## src/rtl/hpfc_consts.vh

```
/*
 header of constants for the packet-link check control block:
 register offsets, field positions, reset values, frame marks and crc parameters.
 assumes inclusion by bare name from the design file; definitions only.
*/
`ifndef HPFC_CONSTS_VH
`define HPFC_CONSTS_VH
`define HPFC_IDX_CHECK_CTRL   12'h005
`define HPFC_IDX_FEATURE      12'h004
`define HPFC_IDX_MODE         12'h000
`define HPFC_OFF_CHECK_CTRL   (`HPFC_IDX_CHECK_CTRL << 2)
`define HPFC_OFF_FEATURE      (`HPFC_IDX_FEATURE << 2)
`define HPFC_OFF_MODE         (`HPFC_IDX_MODE << 2)
`define HPFC_OFF_STATUS       12'h008
`define HPFC_CTRL_WMASK       8'hFE
`define HPFC_FEAT_WMASK       8'h08
`define HPFC_MODE_WMASK       8'h08
`define HPFC_CTRL_RST         8'h00
`define HPFC_LIMIT_HI         7
`define HPFC_LIMIT_LO         4
`define HPFC_LIMIT_EN_BIT     3
`define HPFC_WIDE_BIT         2
`define HPFC_LINK_DIS_BIT     1
`define HPFC_PAR_EN_BIT       3
`define HPFC_E3_BIT           3
`define HPFC_FULL_LIMIT       5'h10
`define HPFC_FLAG             8'h7E
`define HPFC_CRC16_INIT       16'hFFFF
`define HPFC_CRC16_POLY       16'h8408
`define HPFC_CRC16_GOOD       16'hF0B8
`define HPFC_WIDE_CHECK_SELECT_INIT       32'hFFFFFFFF
`define HPFC_WIDE_CHECK_SELECT_POLY       32'hEDB88320
`define HPFC_WIDE_CHECK_SELECT_GOOD       32'hDEBB20E3
`define HPFC_CRC16_BYTES      3'h2
`define HPFC_WIDE_CHECK_SELECT_BYTES      3'h4
`define HPFC_RDATA_ZERO       32'h00000000
`endif

```

## src/rtl/hpfc_top.v

```verilog
/*
 packet-link check control: apb register file, byte-wise fcs generation on the
 transmit bytes and fcs checking on the receive bytes, with limited-length mode.
 assumes apb master on clk; byte strobes arrive on a foreign byte clock that is
 sampled here; host keeps send strobes high for the fcs byte count.
*/
// How it works
// - the byte limit comes from control bits 7..4, with zero meaning sixteen bytes.
// - with limit enable set the check covers only the first N bytes of each frame.
// - with limit enable clear the check covers every byte of the frame.
// - wide select high uses the 32-bit check for both sending and checking.
// - wide select low uses the 16-bit check for both sending and checking.
// - with e3 external overhead the receive byte clock has gaps, so only real edges count.
// - with link disable set, no payload is taken or checked, in e3 mode or not.
// - in limited mode the sent check is frozen after N bytes and appended normally.
// - in limited mode the receiver compares its held check with the last 2 or 4 bytes.
`timescale 1ns/1ps
`include "hpfc_consts.vh"
module hpfc_top
(
  input  wire        clk,
  input  wire        arst_n,
  input  wire        psel,
  input  wire        penable,
  input  wire        pwrite,
  input  wire [11:0] paddr,
  input  wire [31:0] pwdata,
  output wire        pready,
  output reg  [31:0] prdata,
  output wire        pslverr,
  input  wire        tx_byte_clk,
  input  wire [7:0]  tx_data,
  input  wire        send_message_strobe,
  input  wire        send_check_strobe,
  output reg  [7:0]  tx_line_data,
  output reg         tx_line_valid,
  input  wire        tx_line_ready,
  output wire        tx_data_ready,
  input  wire        rx_byte_clk,
  input  wire [7:0]  rx_data,
  input  wire        rx_idle,
  output reg         rx_check_valid,
  output reg         rx_check_done,
  output wire        packet_link_disable,
  output wire        e3_frame_select
);
  reg  [7:0]  ctrl_q;
  reg         par_en_q;
  reg         e3_q;
  reg  [1:0]  tck_s;
  reg         tck_d1_q;
  reg  [1:0]  rck_s;
  reg         rck_d1_q;
  reg  [7:0]  td_s0;
  reg  [7:0]  td_s1;
  reg  [1:0]  tmsg_s;
  reg  [1:0]  tfcs_s;
  reg  [7:0]  rd_s0;
  reg  [7:0]  rd_s1;
  reg  [1:0]  ridle_s;
  reg  [31:0] tcrc_q;
  reg  [4:0]  tcnt_q;
  reg         tin_q;
  reg  [2:0]  tfb_q;
  reg  [31:0] rcrc_q;
  reg  [31:0] r_shadow_q;
  reg  [31:0] rwin_q;
  reg  [4:0]  rcnt_q;
  reg         rin_q;
  reg  [7:0]  buf_d0_q;
  reg  [7:0]  buf_d1_q;
  reg  [1:0]  buf_n_q;
  reg         tx_drop_q;
  wire        wide    = ctrl_q[`HPFC_WIDE_BIT];
  wire        lim_en  = ctrl_q[`HPFC_LIMIT_EN_BIT];
  wire [3:0]  lim_fld = ctrl_q[`HPFC_LIMIT_HI:`HPFC_LIMIT_LO];
  wire [4:0]  lim_n   = (lim_fld == 4'h0) ? `HPFC_FULL_LIMIT : {1'b0, lim_fld};
  wire        active  = par_en_q & ~packet_link_disable;
  wire        tck_rise = tck_s[1] & ~tck_d1_q;
  wire        rck_rise = rck_s[1] & ~rck_d1_q;
  wire        wr = psel & penable & pwrite;
  wire [2:0]  fcs_bytes = wide ? `HPFC_WIDE_CHECK_SELECT_BYTES : `HPFC_CRC16_BYTES;
  wire        buf_full  = (buf_n_q == 2'h2);
  assign pready  = 1'b1;
  assign pslverr = 1'b0;
  assign packet_link_disable = ctrl_q[`HPFC_LINK_DIS_BIT];
  assign e3_frame_select     = e3_q;
  assign tx_data_ready       = ~buf_full;
  // lsb-first crc over one byte, reflected polynomials
  function [31:0] crc_byte;
    input [31:0] c;
    input [7:0]  d;
    input        w;
    integer      i;
    reg   [31:0] r;
    begin
      r = c ^ {24'h000000, d};
      for (i = 0; i < 8; i = i + 1)
      begin
        if (w)
          r = r[0] ? ((r >> 1) ^ `HPFC_WIDE_CHECK_SELECT_POLY) : (r >> 1);
        else
          r = r[0] ? ({16'h0000, r[15:1]} ^ {16'h0000, `HPFC_CRC16_POLY}) : {16'h0000, r[15:1]};
      end
      crc_byte = r;
    end
  endfunction
  // registers; reserved bits masked so they always read zero
  always @(posedge clk or negedge arst_n)
  begin
    if (!arst_n)
    begin
      ctrl_q   <= `HPFC_CTRL_RST;
      par_en_q <= 1'b0;
      e3_q     <= 1'b0;
    end
    else if (wr)
    begin
      if (paddr == `HPFC_OFF_CHECK_CTRL)
        ctrl_q <= pwdata[7:0] & `HPFC_CTRL_WMASK;
      if (paddr == `HPFC_OFF_FEATURE)
        par_en_q <= pwdata[`HPFC_PAR_EN_BIT];
      if (paddr == `HPFC_OFF_MODE)
        e3_q <= pwdata[`HPFC_E3_BIT];
    end
  end
  always @*
  begin
    prdata = `HPFC_RDATA_ZERO;
    case (paddr)
      `HPFC_OFF_CHECK_CTRL: prdata = {24'h000000, ctrl_q};
      `HPFC_OFF_FEATURE:    prdata = {28'h0000000, par_en_q, 3'h0};
      `HPFC_OFF_MODE:       prdata = {28'h0000000, e3_q, 3'h0};
      `HPFC_OFF_STATUS:     prdata = {27'h0000000, tx_drop_q, buf_n_q, rx_check_done, rx_check_valid};
      default:              prdata = `HPFC_RDATA_ZERO;
    endcase
  end
  // two-stage synchronisers on all byte-link inputs
  always @(posedge clk or negedge arst_n)
  begin
    if (!arst_n)
    begin
      tck_s <= 2'h0;  tck_d1_q <= 1'b0;
      rck_s <= 2'h0;  rck_d1_q <= 1'b0;
      td_s0 <= 8'h00; td_s1 <= 8'h00;
      rd_s0 <= 8'h00; rd_s1 <= 8'h00;
      tmsg_s <= 2'h0; tfcs_s <= 2'h0; ridle_s <= 2'h0;
    end
    else
    begin
      tck_s <= {tck_s[0], tx_byte_clk};
      tck_d1_q <= tck_s[1];
      rck_s <= {rck_s[0], rx_byte_clk};
      rck_d1_q <= rck_s[1];
      td_s0 <= tx_data;
      td_s1 <= td_s0;
      rd_s0 <= rx_data;
      rd_s1 <= rd_s0;
      tmsg_s <= {tmsg_s[0], send_message_strobe};
      tfcs_s <= {tfcs_s[0], send_check_strobe};
      ridle_s <= {ridle_s[0], rx_idle};
    end
  end
  // transmit: crc, limit counter, check-byte emission into a two-entry buffer
  wire        t_msg   = tmsg_s[1] & ~tfcs_s[1];
  wire        t_fcs   = tmsg_s[1] & tfcs_s[1];
  wire        t_count = ~lim_en | (tcnt_q < lim_n);
  wire [31:0] t_fin   = ~tcrc_q;
  wire [4:0]  t_sh    = {tfb_q[1:0], 3'h0};
  wire [31:0] t_shv   = t_fin >> t_sh;
  wire [7:0]  t_byte  = t_fcs ? t_shv[7:0] : (t_msg ? td_s1 : `HPFC_FLAG);
  wire        t_push  = tck_rise & active;
  always @(posedge clk or negedge arst_n)
  begin
    if (!arst_n)
    begin
      tcrc_q <= `HPFC_WIDE_CHECK_SELECT_INIT;
      tcnt_q <= 5'h00;
      tin_q  <= 1'b0;
      tfb_q  <= 3'h0;
      tx_drop_q <= 1'b0;
    end
    else if (t_push)
    begin
      tx_drop_q <= tx_drop_q | buf_full;
      if (t_msg)
      begin
        tin_q <= 1'b1;
        tfb_q <= 3'h0;
        if (!tin_q)
        begin
          tcrc_q <= crc_byte(wide ? `HPFC_WIDE_CHECK_SELECT_INIT : {16'h0000, `HPFC_CRC16_INIT}, td_s1, wide);
          tcnt_q <= 5'h01;
        end
        else if (t_count)
        begin
          tcrc_q <= crc_byte(tcrc_q, td_s1, wide);
          tcnt_q <= tcnt_q + 5'h01;
        end
      end
      else if (t_fcs)
      begin
        tfb_q <= (tfb_q + 3'h1 == fcs_bytes) ? 3'h0 : tfb_q + 3'h1;
        tin_q <= (tfb_q + 3'h1 != fcs_bytes);
      end
      else
      begin
        tin_q <= 1'b0;
        tcnt_q <= 5'h00;
      end
    end
  end
  // two-entry buffer; stalls by the line side lose nothing while not full
  wire buf_pop = tx_line_valid & tx_line_ready;
  wire buf_ins = t_push & ~buf_full;
  always @(posedge clk or negedge arst_n)
  begin
    if (!arst_n)
    begin
      buf_d0_q <= 8'h00;
      buf_d1_q <= 8'h00;
      buf_n_q  <= 2'h0;
    end
    else
    begin
      if (buf_pop)
        buf_d0_q <= buf_d1_q;
      if (buf_ins)
      begin
        if (buf_n_q == 2'h0 || (buf_n_q == 2'h1 && buf_pop))
          buf_d0_q <= t_byte;
        else
          buf_d1_q <= t_byte;
      end
      buf_n_q <= buf_n_q + {1'b0, buf_ins} - {1'b0, buf_pop};
    end
  end
  always @*
  begin
    tx_line_valid = (buf_n_q != 2'h0);
    tx_line_data  = buf_d0_q;
  end
  // receive: crc over all bytes checked against the residue, or in limited mode over first N bytes compared with trailing 2/4 bytes at idle
  wire        r_count = ~lim_en | (rcnt_q < lim_n);
  wire [31:0] r_win16 = {16'h0000, rwin_q[31:16]};
  // held check is read before its copy into rcrc_q lands at frame end
  wire        r_ok    = wide ? (~r_shadow_q == rwin_q) : ((~r_shadow_q[15:0]) == r_win16[15:0]);
  reg  [31:0] r_full_q;
  always @(posedge clk or negedge arst_n)
  begin
    if (!arst_n)
    begin
      rcrc_q <= `HPFC_WIDE_CHECK_SELECT_INIT;
      r_full_q <= `HPFC_WIDE_CHECK_SELECT_INIT;
      r_shadow_q <= `HPFC_RDATA_ZERO;
      rwin_q <= `HPFC_RDATA_ZERO;
      rcnt_q <= 5'h00;
      rin_q  <= 1'b0;
      rx_check_valid <= 1'b0;
      rx_check_done  <= 1'b0;
    end
    else if (rck_rise & active)
    begin
      if (!ridle_s[1])
      begin
        if (!rin_q)
        begin
          rcrc_q <= `HPFC_WIDE_CHECK_SELECT_INIT;
          r_full_q <= crc_byte(wide ? `HPFC_WIDE_CHECK_SELECT_INIT : {16'h0000, `HPFC_CRC16_INIT}, rd_s1, wide);
          r_shadow_q <= wide ? `HPFC_WIDE_CHECK_SELECT_INIT : {16'h0000, `HPFC_CRC16_INIT};
          rcnt_q <= 5'h01;
          rx_check_valid <= 1'b0;
          rx_check_done  <= 1'b0;
        end
        else
        begin
          r_full_q <= crc_byte(r_full_q, rd_s1, wide);
          if (r_count)
            rcnt_q <= rcnt_q + 5'h01;
        end
        // limited check takes the first N bytes received, so trailing bytes enter it when the message is shorter than N
        if (lim_en && ((rin_q ? rcnt_q : 5'h00) < lim_n))
          r_shadow_q <= crc_byte(rin_q ? r_shadow_q : (wide ? `HPFC_WIDE_CHECK_SELECT_INIT : {16'h0000, `HPFC_CRC16_INIT}),
                                 rd_s1, wide);
        rwin_q <= {rd_s1, rwin_q[31:8]};
        rin_q <= 1'b1;
      end
      else if (rin_q)
      begin
        rin_q <= 1'b0;
        rx_check_done  <= 1'b1;
        rx_check_valid <= lim_en ? r_ok :
                          (wide ? (r_full_q == `HPFC_WIDE_CHECK_SELECT_GOOD) :
                                  (r_full_q[15:0] == `HPFC_CRC16_GOOD));
        rcrc_q <= r_shadow_q;
      end
    end
  end
endmodule // hpfc_top

```

## config.mk

```make
export PLATFORM = sky130hd
export DESIGN_NAME = hpfc_top
export DESIGN_NICKNAME = d
export VERILOG_FILES = /design/src/rtl/hpfc_top.v
export VERILOG_INCLUDE_DIRS = /design/src /design/src/rtl
export SDC_FILE = /design/constraint.sdc
export NUM_CORES = 1
export LEC_CHECK = 0
export BUFFER_PORTS_ARGS = -buffer_cell sky130_fd_sc_hd__buf_4
export CAP_MARGIN = 15
export CORE_AREA = 2 2 187 189
export CTS_CLUSTER_SIZE = 12
export DETAILED_ROUTE_END_ITERATION = 8
export DIE_AREA = 0 0 189 191
export GPL_ROUTABILITY_DRIVEN = 0
export GPL_TIMING_DRIVEN = 0
export HOLD_SLACK_MARGIN = 0.12
export PLACE_DENSITY_LB_ADDON = 0.15
export SLEW_MARGIN = 20
export SYNTH_ARGS = -nofsm -noshare
export SYNTH_HDL_FRONTEND = slang
export SYNTH_SLANG_ARGS = --single-unit
```

## constraint.sdc

```tcl
create_clock -name clk -period 6.7 [get_ports clk]
set_input_delay 1.34 -clock clk [delete_from_list [all_inputs] [get_ports clk]]
set_output_delay 1.34 -clock clk [all_outputs]
set_load 0.005 [all_outputs]
```

==> summary.txt <==
Via density = 5.50
die area = 36100 µm²
Max Fclk = 199 MHz
Critical Path, Cell by Cell = buf_4, clkbuf_8, buf_2, buf_2, clkbuf_1, a22o_1, buf_4
Detail Placement HPWL = 35300 µm
Hold Vio Cnt, Final = 0
Max VDD drop = 0.000169 V
global-route wire length before repair = 75500 µm
final WL = 48200 µm
CTS H-tree depth = 1
Pwr Total = 3.65 mW
post-CTS sizing = 0
slew at the pin closest to its max-slew limit = 1.06 ns
RSZ-0062 raised after global routing = no
CTS Buf Count = 26
DP Cell Count = 2182
top-count cell post-synth = nand2_1
Synth-to-Final Area Change = 13.6%
height of the die = 191 µm
Setup CP Type = flop to output pin
I/O pins = 119
Final setup viols = 0
Final nets = 1857
die width = 189 µm
CP required = 5.36 ns
largest family of logic cells by synthesized area = XOR/XNOR gates
post-synthesis register bit count = 217
Slew HR = 0.291
worst setup margin = 1.66 ns
root buffer cell = clkbuf_16
share of cells above drive strength 1 = 0.192
# DRC = 0
GR Util met1 = 0.362
Post-synth top cells = nand2_1 (242), xnor2_1 (236), dfrtp_1 (153), nor2_1 (120), xor2_1 (110)
post-synthesis adder-cell area fraction = 0.0246
Register Area = 5510 µm²
CTS tree = done
Min-Delay Path Class = flop to flop
Seq/Total Area, Yosys = 0.350
Tcrit/Tclk final = 0.752
pre-CTS WS = 2.02 ns
GR Util met3 = 0.0413
Starting DRT DRC Count = 1026
total track usage = 0.272
antenna viol nets, final = 0
Synth cell types = 80
Syn Area/Cell = 9.65 µm²
CP Buf/Inv Count = 6
largest net degree at the start of global routing = 96
Core Area = 34100 µm²
Multi-input gate area = 9530 µm²
status = finished clean
clock transition at the registers of the reported paths = 0.06 ns
delay-heaviest family, CP = buffers and inverters
crit path max fanout = 18
CTS max path bufs = 3
endpoint type of the worst setup path = output pin
# Post-CTS Setup Buffers = 0
Slowest cell on crit path = dfrtp_1
setup tns final = 0 ns
slowest stage delay, CP = 0.89 ns
max capacitance violation total = 0
Synth top area share = 0.243
routed len/inst = 21.6 µm
number of global-route vias before repair = 12.5k
power density over cell area = 204 nW/µm²
ANT cells = 0
Ys Warns = 0
via count = 12.3k
mux share of post-synthesis cell area = 0.0634
Synth area leader = dfrtp_1
met2 Usage GRT = 0.449
Tmin final = 5.04 ns
top post-synthesis cells by area = dfrtp_1 (24%), xnor2_1 (13%), dfstp_2 (11%)
Std-Cell Rows = 68
Worst R2R Start = rin_q
CTS Sinks = 217
grt peak-use layer = met2
Post-Synth XOR/XNOR Area = 0.272
startpoint types = flop
Post-CTS Hold Fix Bufs = 0
cell area after technology mapping = 15800 µm²
Synth Area in Simple Gates = 0.130
leakage dissipation = 7.88 nW
fin util = 0.525
CP startpoint = ctrl_q[2]
clock skew = 0.0174 ns
antenna violations before repair = 0
drt pass-1 iters = 5
number of I/O port buffers = 67
Synth Area in Compound Gates = 0.108
Critical Path AT = 3.70 ns
Post-synth EDFFs = 0
Final Slew Violations = 0
grt ovf = 0
HP Start = rd_s0[1]
ys async rst share = 1.00
cells after synthesis = 1634
Starting Density = 0.462
Layout Cells excl Fill = 2229
ys flop type = dfrtp_1
Clk Latency, worst-skew pair = 0.56 ns
Filler Cells Inserted = 3140
report_power, final:
| group | total (mW) | internal (mW) | leakage, nW | switching [mW] |
|---|---|---|---|---|
| registers | 1.35 | 1.34 | 2.67 | 0.0154 |
| logic | 0.761 | 0.340 | 4.76 | 0.421 |
| clock network | 1.54 | 0.951 | 0.447 | 0.591 |
sequential cells by signal (all words and copies together), names as in the netlist, 7 cells and up:
| register | count |
|---|---|
| ctrl_q | 7 |
| rd_s1 | 8 |
| td_s1 | 8 |
| r_shadow_q | 32 |
| r_full_q | 32 |
| buf_d1_q | 8 |
| tcrc_q | 32 |
| rwin_q | 32 |
| td_s0 | 8 |
| rd_s0 | 8 |
| tx_line_data | 8 |
cell usage in the layout (no fill, tap or decap), drive strengths merged, types with 8 or more instances in the layout:
master / synthesis / routed
a211oi: 11 / 11
nand3: 12 / 12
xnor3: 12 / 12
xnor2: 270 / 270
xor2: 119 / 119
nand2: 242 / 242
buf: 73 / 142
a21o: 8 / 8
a21oi: 91 / 91
nor2: 120 / 120
nor4: 13 / 13
o211ai: 13 / 13
nand2b: 10 / 10
mux2i: 49 / 49
and2: 9 / 9
clkbuf: 49 / 84
mux2: 19 / 19
ha: 31 / 31
o21ai: 106 / 106
nand4: 14 / 14
conb: 2 / 26
a31oi: 9 / 9
dfstp: 64 / 64
nor3: 17 / 17
mux4: 10 / 10
dfrtp: 153 / 153
inv: 23 / 24
a22oi: 8 / 8
final timing paths:
check                                  to  slack [ns]  cells past startpoint
max                             prdata[2]        1.66                      7
min                              rd_s1[1]        0.34                      0
max reg2reg                r_shadow_q[24]        1.85                     15
min reg2reg                      rd_s1[1]        0.34                      0
max in group asynchronous     r_full_q[0]        5.25                      2
min in group asynchronous      buf_n_q[1]        0.65                      1
routing by layer:
| layer | vias to the layer above | wire length, µm |
|---|---|---|
| met1 | 6003 | 20500 |
| met4 | 0 | 1820 |
| met5 | - | 0 |
| met3 | 113 | 3080 |
| li1 | 5692 | - |
| met2 | 451 | 22900 |
layout make-up:
class                           instances  area share
Multi-Input combinational cell       1296       0.532
Sequential cell                       217       0.308
Clock buffer                           35      0.0405
Buffer                                122      0.0403
Tap cell                              455      0.0318
Timing Repair Buffer                   69      0.0316
Clock inverter                         12      0.0108
Inverter                               23     0.00482
kinds of logic after synthesis:
group	count (synthesis)
AND/OR/NAND/NOR	468
XOR/XNOR	404
AO/OA/AOI/OAI	289
flip-flops	217
buffers and inverters	145
multiplexers	78
adder cells (fa/ha/maj)	31
other	2
through the flow:
| step | hold slack, ns | cell area, µm² |
|---|---|---|
| final | 0.344 | 17900 |
| after global routing | 0.352 | 17900 |
| after CTS | 0.346 | 17900 |
| after detailed placement | 0.335 | 17000 |
| after global placement | 0.332 | 16900 |
| after floorplan | 0.331 | 15900 |
Power figures use the tool's default switching activity.
